`src/rtl/cmcs_pkg.sv`:
```
// Shared constants and types for the converter mode, configuration and status block
package cmcs_pkg;

   // ----------------------------------------------------------------
   // Clock and timing
   // ----------------------------------------------------------------
   localparam int unsigned CLK_HZ         = 125_000_000;
   localparam int unsigned CLK_PER_MS     = CLK_HZ / 1000;
   localparam int unsigned DB_TIME_MS     = 5;
   localparam int unsigned DB_CYCLES      = DB_TIME_MS * CLK_PER_MS;
   localparam int unsigned BLINK_HALF_MS  = 250;
   localparam int unsigned BLINK_CYCLES   = BLINK_HALF_MS * CLK_PER_MS;
   localparam int unsigned INIT_LED_MS    = 200;
   localparam int unsigned INIT_CYCLES    = INIT_LED_MS * CLK_PER_MS;
   localparam int unsigned CNT_W          = 26;

   // ----------------------------------------------------------------
   // Switch field positions (bit 0 is switch 1, 1 = ON)
   // ----------------------------------------------------------------
   localparam int unsigned DIP_MODE_LSB   = 0;
   localparam int unsigned DIP_BAUD_LSB   = 3;
   localparam int unsigned DIP_AREA_LSB   = 5;

   // ----------------------------------------------------------------
   // Mode codes, switch 1 is the most significant bit
   // ----------------------------------------------------------------
   localparam logic [2:0] MODE_SERIAL     = 3'h0;
   localparam logic [2:0] MODE_HET_CV     = 3'h1;
   localparam logic [2:0] MODE_RSVD_A     = 3'h2;
   localparam logic [2:0] MODE_BATT_AUTO  = 3'h3;
   localparam logic [2:0] MODE_GRID_AUTO  = 3'h4;
   localparam logic [2:0] MODE_HET_BCC    = 3'h5;
   localparam logic [2:0] MODE_GRID_BCC   = 3'h6;
   localparam logic [2:0] MODE_RSVD_B     = 3'h7;

   // Baud codes, switch 4 is the most significant bit
   localparam logic [1:0] BAUD_19200      = 2'h0;
   localparam logic [1:0] BAUD_38400      = 2'h1;
   localparam logic [1:0] BAUD_57600      = 2'h2;
   localparam logic [1:0] BAUD_9600       = 2'h3;

   // ----------------------------------------------------------------
   // Address and reset values
   // ----------------------------------------------------------------
   localparam logic [6:0] ADDR_MAX        = 7'h7e;
   localparam logic [3:0] ADDR_BCAST_LOW  = 4'hf;
   localparam logic [6:0] ADDR_RST        = 7'h00;
   localparam logic [2:0] MODE_RST        = MODE_SERIAL;
   localparam logic [1:0] BAUD_RST        = BAUD_19200;

   // ----------------------------------------------------------------
   // Grouped signals
   // ----------------------------------------------------------------
   typedef struct packed {
      logic go;
      logic halt;
      logic charge_direction_in;
      logic fault_clear_in;
      logic panel_btn;
   } cmcs_contact_t;

   typedef struct packed {
      logic grid_precharged;
      logic grid_below_regen;
      logic grid_above_gen;
      logic batt_below_tgt;
      logic batt_above_tgt;
      logic batt_at_ovc;
      logic batt_at_ovd;
      logic no_load;
      logic internal_fail;
   } cmcs_sense_t;

   typedef struct packed {
      logic fault;
      logic run;
      logic direction_indicator_led;
   } cmcs_led_t;

   typedef enum logic [0:0] {ST_INIT, ST_READY} cmcs_state_t;

endpackage

```
`src/rtl/cmcs_top.sv`:
```
// Converter mode, configuration and status logic
`timescale 1ns/100ps
module cmcs_top #(
   parameter int unsigned DB_CYC    = cmcs_pkg::DB_CYCLES,
   parameter int unsigned BLINK_CYC = cmcs_pkg::BLINK_CYCLES,
   parameter int unsigned INIT_CYC  = cmcs_pkg::INIT_CYCLES
) (
   // Clock and reset
   input  wire logic                   core_clk,
   input  wire logic                   rst,
   // Panel and rear switches
   input  wire logic [7:0]             dip_sw_in,
   input  wire logic [3:0]             rotary_sw_in,
   // Contact inputs, 1 = shorted to signal_return
   input  wire cmcs_pkg::cmcs_contact_t contact_in,
   // Analog comparator and health status
   input  wire cmcs_pkg::cmcs_sense_t  sense_in,
   // Configuration and serial command (same clock)
   input  wire logic                   init_req,
   input  wire logic                   batt_prot_en,
   input  wire logic                   dir_from_serial,
   input  wire logic                   ser_run,
   input  wire logic                   ser_charge,
   input  wire logic                   fault_event,
   input  wire logic [6:0]             rx_addr,
   // Configuration outputs
   output logic [2:0]                  mode_ff,
   output logic [1:0]                  baud_sel_ff,
   output logic [6:0]                  bus_addr_ff,
   output logic                        addr_valid_ff,
   output logic                        addr_match_ff,
   output logic                        init_busy_ff,
   // Conversion control
   output logic                        conv_en_ff,
   output logic                        dir_charge_ff,
   output logic                        cv_on_batt_ff,
   output logic                        cc_on_batt_ff,
   // Contacts and indicators
   output logic                        fault_contact_out,
   output logic                        conversion_good_out,
   output cmcs_pkg::cmcs_led_t         led_ff
);
   import cmcs_pkg::*;

   localparam int unsigned NDB = 17;
   localparam int unsigned NSN = 9;

   // ----------------------------------------------------------------
   // Helpers
   // ----------------------------------------------------------------
   function automatic logic addr_hits(input logic [6:0] own, input logic [6:0] rx);
      logic bc;
      bc = (rx[3:0] == ADDR_BCAST_LOW) && (rx <= ADDR_MAX);
      return bc || (rx == own);
   endfunction

   function automatic logic [CNT_W-1:0] lim(input int unsigned n);
      return (n > 1) ? CNT_W'(n - 1) : '0;
   endfunction

   // ----------------------------------------------------------------
   // Synchronisers
   // ----------------------------------------------------------------
   logic [NDB-1:0] db_meta_ff;
   logic [NDB-1:0] db_sync_ff;
   logic [NSN-1:0] sn_meta_ff;
   logic [NSN-1:0] sn_sync_ff;

   always_ff @(posedge core_clk) begin
      if (rst) begin
         db_meta_ff <= '0;
         db_sync_ff <= '0;
         sn_meta_ff <= '0;
         sn_sync_ff <= '0;
      end else begin
         db_meta_ff <= {dip_sw_in, rotary_sw_in, contact_in};
         db_sync_ff <= db_meta_ff;
         sn_meta_ff <= sense_in;
         sn_sync_ff <= sn_meta_ff;
      end
   end

   // ----------------------------------------------------------------
   // Debounce
   // ----------------------------------------------------------------
   logic [CNT_W-1:0] db_cnt_ff [NDB];
   logic [NDB-1:0]   db_ff;
   logic [NDB-1:0]   db_prev_ff;

   always_ff @(posedge core_clk) begin
      if (rst) begin
         db_ff      <= '0;
         db_prev_ff <= '0;
         for (int i = 0; i < NDB; i++) begin
            db_cnt_ff[i] <= '0;
         end
      end else begin
         db_prev_ff <= db_ff;
         for (int i = 0; i < NDB; i++) begin
            if (db_sync_ff[i] == db_ff[i]) begin
               db_cnt_ff[i] <= '0;
            end else if (db_cnt_ff[i] >= lim(DB_CYC)) begin
               db_ff[i]     <= db_sync_ff[i];
               db_cnt_ff[i] <= '0;
            end else begin
               db_cnt_ff[i] <= db_cnt_ff[i] + 1'b1;
            end
         end
      end
   end

   cmcs_contact_t ct;
   cmcs_contact_t ct_prev;
   cmcs_sense_t   sn;
   logic [7:0]    dip_db;
   logic [3:0]    rot_db;

   assign ct      = db_ff[4:0];
   assign ct_prev = db_prev_ff[4:0];
   assign rot_db  = db_ff[8:5];
   assign dip_db  = db_ff[16:9];
   assign sn      = sn_sync_ff;

   // ----------------------------------------------------------------
   // Initialisation and switch sampling
   // ----------------------------------------------------------------
   cmcs_state_t      state_ff;
   logic [CNT_W-1:0] init_cnt_ff;

   always_ff @(posedge core_clk) begin
      if (rst) begin
         state_ff    <= ST_INIT;
         init_cnt_ff <= '0;
      end else begin
         unique case (state_ff)
            ST_INIT: begin
               if (init_cnt_ff >= lim(INIT_CYC)) begin
                  state_ff <= ST_READY;
               end else begin
                  init_cnt_ff <= init_cnt_ff + 1'b1;
               end
            end
            ST_READY: begin
               if (init_req) begin
                  state_ff    <= ST_INIT;
                  init_cnt_ff <= '0;
               end
            end
         endcase
      end
   end

   logic init_end;
   logic [6:0] nxt_addr;
   assign init_end = (state_ff == ST_INIT) && (init_cnt_ff >= lim(INIT_CYC));
   assign nxt_addr = {dip_db[DIP_AREA_LSB], dip_db[DIP_AREA_LSB+1],
                      dip_db[DIP_AREA_LSB+2], rot_db};

   always_ff @(posedge core_clk) begin
      if (rst) begin
         mode_ff       <= MODE_RST;
         baud_sel_ff   <= BAUD_RST;
         bus_addr_ff   <= ADDR_RST;
         addr_valid_ff <= 1'b1;
      end else if (init_end) begin
         mode_ff       <= {dip_db[DIP_MODE_LSB], dip_db[DIP_MODE_LSB+1],
                           dip_db[DIP_MODE_LSB+2]};
         baud_sel_ff   <= {dip_db[DIP_BAUD_LSB], dip_db[DIP_BAUD_LSB+1]};
         bus_addr_ff   <= nxt_addr;
         addr_valid_ff <= (nxt_addr[3:0] != ADDR_BCAST_LOW) && (nxt_addr <= ADDR_MAX);
      end
   end

   always_ff @(posedge core_clk) begin
      if (rst) begin
         addr_match_ff <= 1'b0;
         init_busy_ff  <= 1'b1;
      end else begin
         addr_match_ff <= addr_hits(bus_addr_ff, rx_addr);
         init_busy_ff  <= (state_ff == ST_INIT);
      end
   end

   // ----------------------------------------------------------------
   // Alarm latch
   // ----------------------------------------------------------------
   logic alarm_ff;
   logic alm_set;
   logic alm_clr;

   assign alm_set = fault_event || ct.halt || sn.internal_fail;
   assign alm_clr = (ct_prev.fault_clear_in && !ct.fault_clear_in)
                 || (alarm_ff && ct.panel_btn && !ct_prev.panel_btn);

   always_ff @(posedge core_clk) begin
      if (rst) begin
         alarm_ff <= 1'b0;
      end else if (alm_set) begin
         alarm_ff <= 1'b1;
      end else if (alm_clr) begin
         alarm_ff <= 1'b0;
      end
   end

   // ----------------------------------------------------------------
   // Direction and run decision
   // ----------------------------------------------------------------
   logic want_run;
   logic want_chg;
   logic idle_band;
   logic het_ctl;
   logic mode_ok;

   always_comb begin
      want_chg  = 1'b0;
      idle_band = 1'b0;
      het_ctl   = 1'b0;
      mode_ok   = 1'b1;
      want_run  = ct.go;
      unique case (mode_ff)
         MODE_SERIAL: begin
            want_run = ser_run;
            want_chg = ser_charge;
         end
         MODE_HET_CV, MODE_HET_BCC: begin
            het_ctl  = 1'b1;
            want_chg = dir_from_serial ? ser_charge : ct.charge_direction_in;
         end
         MODE_BATT_AUTO: begin
            want_chg  = sn.batt_below_tgt;
            idle_band = !sn.batt_below_tgt && !sn.batt_above_tgt;
         end
         MODE_GRID_AUTO, MODE_GRID_BCC: begin
            if (ct.charge_direction_in) begin
               het_ctl  = 1'b1;
               want_chg = 1'b1;
            end else begin
               want_chg  = sn.grid_above_gen;
               idle_band = !sn.grid_above_gen && !sn.grid_below_regen;
            end
         end
         default: begin
            mode_ok = 1'b0;
         end
      endcase
   end

   logic prot_stop;
   logic run_ok;
   assign prot_stop = batt_prot_en && (want_chg ? sn.batt_at_ovc : sn.batt_at_ovd);
   assign run_ok    = want_run && mode_ok && !idle_band && !prot_stop
                   && !alarm_ff && !ct.halt && (state_ff == ST_READY);

   always_ff @(posedge core_clk) begin
      if (rst) begin
         conv_en_ff    <= 1'b0;
         dir_charge_ff <= 1'b0;
         cv_on_batt_ff <= 1'b0;
         cc_on_batt_ff <= 1'b0;
      end else begin
         conv_en_ff    <= run_ok && (conv_en_ff || sn.grid_precharged);
         dir_charge_ff <= want_chg;
         cv_on_batt_ff <= het_ctl && want_chg;
         cc_on_batt_ff <= (mode_ff == MODE_GRID_BCC)
                       || ((mode_ff == MODE_HET_BCC) && !want_chg);
      end
   end

   // ----------------------------------------------------------------
   // Blink timer
   // ----------------------------------------------------------------
   logic [CNT_W-1:0] blink_cnt_ff;
   logic             blink_ff;

   always_ff @(posedge core_clk) begin
      if (rst) begin
         blink_cnt_ff <= '0;
         blink_ff     <= 1'b0;
      end else if (blink_cnt_ff >= lim(BLINK_CYC)) begin
         blink_cnt_ff <= '0;
         blink_ff     <= !blink_ff;
      end else begin
         blink_cnt_ff <= blink_cnt_ff + 1'b1;
      end
   end

   // ----------------------------------------------------------------
   // Contacts and LEDs
   // ----------------------------------------------------------------
   logic all_on;
   assign all_on = sn.internal_fail || (state_ff == ST_INIT);

   always_ff @(posedge core_clk) begin
      if (rst) begin
         fault_contact_out   <= 1'b0;
         conversion_good_out <= 1'b0;
         led_ff              <= '0;
      end else begin
         fault_contact_out   <= alarm_ff || sn.internal_fail;
         conversion_good_out <= run_ok && (conv_en_ff || sn.grid_precharged);
         led_ff.fault        <= all_on || alarm_ff;
         led_ff.run          <= all_on || conv_en_ff;
         led_ff.direction_indicator_led <= all_on
            || (conv_en_ff && (!sn.no_load || blink_ff));
      end
   end

endmodule

```
`config.mk`:
```
export PLATFORM = sky130hd
export DESIGN_NAME = cmcs_top
export DESIGN_NICKNAME = d
export VERILOG_FILES = /design/src/rtl/cmcs_pkg.sv /design/src/rtl/cmcs_top.sv
export SDC_FILE = /design/constraint.sdc
export NUM_CORES = 1
export LEC_CHECK = 0
export BUFFER_PORTS_ARGS = -buffer_cell sky130_fd_sc_hd__buf_2
export CAP_MARGIN = 30
export CORE_MARGIN = 4
export CORE_UTILIZATION = 45
export DETAILED_ROUTE_END_ITERATION = 16
export SETUP_SLACK_MARGIN = 0.4
export SLEW_MARGIN = 10
export SYNTH_ARGS = -nofsm -noshare
export SYNTH_HDL_FRONTEND = slang
export SYNTH_SLANG_ARGS = --single-unit
```
`constraint.sdc`:
```
create_clock -name core_clk -period 2.7 [get_ports core_clk]
set_input_delay 0.135 -clock core_clk [delete_from_list [all_inputs] [get_ports core_clk]]
set_output_delay 0.135 -clock core_clk [all_outputs]
set_load 0.005 [all_outputs]
```
==> impl_metrics.yaml, run 1 <==
placed_design:
  port-buffer-count: 64
  dp_hpwl_um: 35870
  gp_congestion: 0.8202
clock_network:
  cts_tree: "done"
  numCtsBuffers: 68
  clk_latency_ns: 0.59
  clockBufferDepth: 3
  cts.htree.levels: 3
  cts_sinks: 591
  clkSlewWorstSetupHoldPaths_ns: 0.06
  root_buffer: "clkbuf_16"
route:
  vias: 19800
  ant_nets: 0
  drt-initial-drc-count: 1007
  dr.pass1.iters: 6
  drc: 0
  post_drt_wl_per_cell_um: 13.78
  routed_via_density: 4.830
  wl_um: 56490
die:
  num_rows: 89
  design.core.area_um2: 59460
  start_util_pct: 45.88
  die_w_um: 254.2
  die-area_um2: 64640
  die_h_um: 254.2
  ios: 65
layout:
  diodes: 0
  utilization_pct: 61.18
  drive_gt1_share_pct: 19.18
  multi_input_area_um2: 14270
  final_net_count: 3333
  seqCellArea_um2: 16260
  syn2layout_area_growth_pct: 33.34
  fill_cells: 4949
sta:
  final-hold-violation-count: 0
  period_minus_slack_ns: 2.368
  finalCritPeriodShare_pct: 87.72
  max_freq_mhz: 422.2
  tightestPinTransition_ns: 0.6645
  setup_viol: 0
  max_slew_margin_pct: 55.36
  rsz0062_at_grt: "true"
  tns_ns: 0
  fin_worst_skew_ns: 0.01727
  slew_violations: 0
setup_path:
  crit_buf_inv: 1
  crit_path_start_kind: "flip-flop"
  critPathCaptureType: "flip-flop"
  crit_fanout: 5
  cp.arrival_ns: 2.71
  cp_slowest_cell: "or4_4"
  required_ns: 3.04
  path_cells: "or4_4 -> or4b_4 -> o31ai_4 -> or3_4 -> clkbuf_16 -> nor2_2"
  crit_family: "simple AND/OR/NAND/NOR gates"
  cpPeakStageDelay_ns: 0.54
  critical_path_class: "flip-flop to flip-flop"
synthesis:
  synth_flop_cell: "edfxtp_1"
  netlist_instances: 2463
  synth_top_area_share_pct: 48.64
  synthTopCellsByArea: "edfxtp_1 (49%), dfxtp_1 (11%), nor2_1 (6.9%)"
  avgSynthCellArea_um2: 11.08
  yosysWarnings: 0
  synth_area_leader_cell: "edfxtp_1"
  async_flop_share_pct: 0
  synth_seq_cells: 591
  synth_cell_types: 72
  synth-edff-count: 442
  synth.yosys.seq_area_share_pct: 59.58
  netlist_area_um2: 27280
outcome:
  status: "finished clean"
worst_hold_path:
  hold_class: "input pin to flip-flop"
grt:
  grt_max_degree: 47
  grt_antenna_before_repair: 4
  grt_pass1_vias: 18790
  grt.total_usage_pct: 16.39
  grt_pass1_wl_um: 88080
  grt_overflow: 0
power:
  ir_drop_uv: 550.9
  p_leak_nw: 13.39
  p_per_area_nw_per_um2: 562.8
run:
  maxCapViolCount: 0
[routing by layer]
layer,global-route usage (%),vias to the layer above,share of wire [%]
li1,-,9925,-
met1,22.12,9448,45
met2,26.77,312,48
met3,3.671,109,4.6
met4,4.890,4,2.3
met5,0,-,0.039
[cell usage in the layout (no fill, tap or decap), types with 48 or more instances in the layout]
cell       synthesis  layout
xor2_1           195     195
nor2_2             0      57
xnor2_1          155     154
a21oi_1           63      48
nor2b_1           61      61
edfxtp_1         442     442
clkbuf_16          0      89
nor2_1           503     340
nand4_1           60      60
nand3_1          127     123
dfxtp_1          149     146
buf_4              2     114
conb_1             2     545
buf_2             10      63
nor2_4             0     106
and3_1            57      56
nand2_1          159     158
[state kept, by name, indices dropped and copies added (netlist names), 7 cells and up]
register,cells
blink_cnt_ff,26
db_cnt_ff,442
db_meta_ff,17
init_cnt_ff,26
sn_meta_ff,9
db_sync_ff,17
db_ff,17
bus_addr_ff,7
sn,9
[repair_timing]
item	in CTS	in global routing
endpoints found under the hold margin	40	0
hold buffers	32	0
buffers inserted	50	52
pin swaps	28	166
setup endpoints to repair	304	361
cloned	2	25
gates resized for setup	81	362
[synth_stat cells, types with 26 or more instances]
cell type	instances
nand3_1	127
dfxtp_1	149
nor4_1	33
nor3_1	37
clkbuf_1	50
xnor2_1	155
a211oi_1	26
inv_1	47
a21oi_1	63
nor2_1	503
nand4_1	60
edfxtp_1	442
o21ai_0	28
nor2b_1	61
xor2_1	195
nand2_1	159
and3_1	57
[worst reg2reg max path: cells and delay by family, from the launching register on]
family	cells	cell delay [ns]
flops	1	0.42
buf+inv	1	0.18
simple gates	4	1.32
compound gates	1	0.21
[area by class of cell]
type	instances	share of cell area, %
clock buffer	102	5.568
clock inverter	21	0.6053
inverter	47	0.4849
multi-input combinational	2303	39.22
sequential	591	44.70
tap	773	2.658
timing repair buffer	262	6.765
[power breakdown]
part / switching, W / leakage [nW] / total [W] / internal, W
clock: 0.00365 / 1.10 / 0.00924 / 0.00558
sequential: 0.000303 / 5.73 / 0.0104 / 0.0101
combinational: 0.000456 / 6.57 / 0.000807 / 0.000351
[stage by stage]
step	setup slack, ns	hold slack, ns	power [W]	cell area (um^2)	std cells
floorplan	0.3666	0.2245	0.01099	29370	3006
global placement	0.2299	0.3289	0.01117	30750	3815
detailed placement	0.1031	0.3227	0.01120	30750	3815
CTS	0.3145	0.01491	0.02060	34100	4022
global route	0.2348	0.02749	0.02126	36380	4099
finish	0.3316	0.06905	0.02047	36380	4099
[logic make-up after synthesis]
kind of cell               count (synthesis)  synth area share (%)
and+or+nand+nor                         1147                 20.21
DFF                                      591                 59.58
xor gates and xnor gates                 350                 11.23
AOI/OAI and AO/OA                        219                 5.567
buffers and inverters                    113                 1.697
muxes                                     22                0.8117
adders and majority gates                 19                0.8713
other                                      2               0.02752
[worst paths after layout]
kind,depth (start not counted),start,end,slack (ns)
max,6,db_cnt_ff[0][14]$_SDFFCE_PN0P_,db_cnt_ff[0][16]$_SDFFCE_PN0P_,0.33
min,4,rx_addr[5],addr_match_ff$_SDFF_PP0_,0.07
max reg2reg,6,db_cnt_ff[0][14]$_SDFFCE_PN0P_,db_cnt_ff[0][16]$_SDFFCE_PN0P_,0.33
min reg2reg,1,sn_meta_ff[8]$_SDFF_PP0_,sn[8]$_SDFF_PP0_,0.44
Note: power is estimated with default switching activity, not from simulation.
==> inputs of run 2 (changes only) <==
Settings changed: MAX_ROUTING_LAYER from default to met4.
==> run 2 against run 1 <==
Hold slack worse by 0.0079 ns; via count down 0.15%; routed wire length down 0.21%; setup slack better by 0.0021 ns; design area about the same; flip-flop and latch count unchanged; global-route usage up 0.50 points; register-to-register slack about the same; die area unchanged.
==> impl_metrics.yaml, run 2 (synthesized netlist as in run 1, its figures left out) <==
grt:
  grt_pass1_wl_um: 88090
  grt_antenna_before_repair: 4
  grt_max_degree: 47
  grt_pass1_vias: 18810
  grt.total_usage_pct: 16.90
  grt_overflow: 0
setup_path:
  crit_fanout: 5
  critPathCaptureType: "flip-flop"
  cpPeakStageDelay_ns: 0.54
  critical_path_class: "flip-flop to flip-flop"
  crit_family: "simple AND/OR/NAND/NOR gates"
  cp_slowest_cell: "or4_4"
  crit_buf_inv: 1
  required_ns: 3.04
  cp.arrival_ns: 2.70
  path_cells: "or4_4 -> or4b_4 -> o31ai_4 -> or3_4 -> clkbuf_16 -> nor2_2"
  crit_path_start_kind: "flip-flop"
sta:
  slew_violations: 0
  final-hold-violation-count: 0
  period_minus_slack_ns: 2.366
  max_freq_mhz: 422.6
  fin_worst_skew_ns: 0.01785
  fin_ws_ns: 0.3336
  tns_ns: 0
  setup_viol: 0
  finalCritPeriodShare_pct: 87.64
  rsz0062_at_grt: "true"
  max_slew_margin_pct: 55.29
  tightestPinTransition_ns: 0.6655
route:
  routed_via_density: 4.819
  wl_um: 56370
  vias: 19770
  ant_nets: 0
  drc: 0
  drt-initial-drc-count: 941
  post_drt_wl_per_cell_um: 13.74
  dr.pass1.iters: 6
worst_hold_path:
  hold_class: "input pin to flip-flop"
layout:
  seqCellArea_um2: 16260
  reg_top3: "db_cnt_ff x442, blink_cnt_ff x26, init_cnt_ff x26"
  syn2layout_area_growth_pct: 33.37
  final_cell_mix: "conb_1 (545), edfxtp_1 (442), nor2_1 (336)"
  fill_cells: 4960
  multi_input_area_um2: 14270
  layout_commonest_cell: "conb_1"
  drive_gt1_share_pct: 19.33
  largest_register_ffs: 442
  final_cells: 4102
  final_net_count: 3333
  largest-register: "db_cnt_ff"
die:
  ios: 65
  num_rows: 89
  die-area_um2: 64640
  die_h_um: 254.2
  start_util_pct: 45.88
  design.core.area_um2: 59460
  die_w_um: 254.2
clock_network:
  clk_latency_ns: 0.59
  cts_sinks: 591
  cts.htree.levels: 3
  numCtsBuffers: 68
  root_buffer: "clkbuf_16"
  clockBufferDepth: 3
  cts_tree: "done"
  clkSlewWorstSetupHoldPaths_ns: 0.06
power:
  p_per_area_nw_per_um2: 562.5
  power_w: 0.02047
  ir_drop_uv: 551.3
  p_leak_nw: 13.39
placed_design:
  place_ws_ns: 0.1031
  port-buffer-count: 64
  gp_congestion: 0.8341
  dp_cells: 3815
  dp_hpwl_um: 35870
outcome:
  status: "finished clean"
run:
  maxCapViolCount: 0
==> run 2: changes by cell type in the layout (fill, tap and decap cells not counted) <==
cell	before	now
buf_4	114	115
buf_6	19	18
diode_2	0	3
nor2_1	340	336
nor2_2	57	63
nor2_4	106	104
o21ai_1	5	4
o21ai_2	4	5
==> run 2: metrics by stage <==
stage               hold slack [ns]  util, %  area (um^2)
floorplan                    0.2245        -        29370
global placement             0.3289    51.71        30750
detailed placement           0.3227    51.71        30750
CTS                         0.01491    57.34        34100
global route                0.02767    61.19        36390
finish                      0.06115    61.19        36390
==> run 2: report_power, final <==
part           internal [W]  switching (W)  leakage, nW  total [W]
Clock               0.00558        0.00365         1.10    0.00923
Sequential           0.0101       0.000303         5.73     0.0104
Combinational      0.000351       0.000455         6.56   0.000806
==> run 2: final timing paths <==
check | endpoint | from | slack [ns] | depth (start not counted)
min reg2reg | sn[8]$_SDFF_PP0_ | sn_meta_ff[8]$_SDFF_PP0_ | 0.44 | 1
max | db_cnt_ff[0][16]$_SDFFCE_PN0P_ | db_cnt_ff[0][14]$_SDFFCE_PN0P_ | 0.33 | 6
min | addr_match_ff$_SDFF_PP0_ | rx_addr[5] | 0.06 | 4
max reg2reg | db_cnt_ff[0][16]$_SDFFCE_PN0P_ | db_cnt_ff[0][14]$_SDFFCE_PN0P_ | 0.33 | 6
==> run 2: tightest hold or removal path, stage by stage <==
cell and delay [ns]:
buf_2 0.11, a31oi_1 0.08, a21oi_1 0.16, nor2_1 0.09
==> run 2: metal layers <==
layer,track usage [%],share of wire (%),vias up
met5,-,0,-
met4,4.890,2.3,0
met3,3.630,4.9,102
met2,26.77,48,313
met1,22.14,45,9427
li1,-,-,9927
==> run 2: final cells by class <==
type | instances | share of cell area, %
Antenna cell | 3 | 0.02063
Clock buffer | 102 | 5.567
Clock inverter | 21 | 0.6052
Inverter | 47 | 0.4848
Multi-Input combinational cell | 2303 | 39.22
Sequential cell | 591 | 44.69
Tap cell | 773 | 2.658
Timing Repair Buffer | 262 | 6.753
==> run 2: what timing repair did <==
| action | 4_1_cts | 5_1_grt |
|---|---|---|
| pin swaps | 28 | 163 |
| endpoints found under the setup margin | 304 | 361 |
| endpoints found under the hold margin | 40 | 0 |
| gates cloned | 2 | 25 |
| setup buffers | 50 | 52 |
| hold buffers | 32 | 0 |
| resized for setup | 81 | 364 |
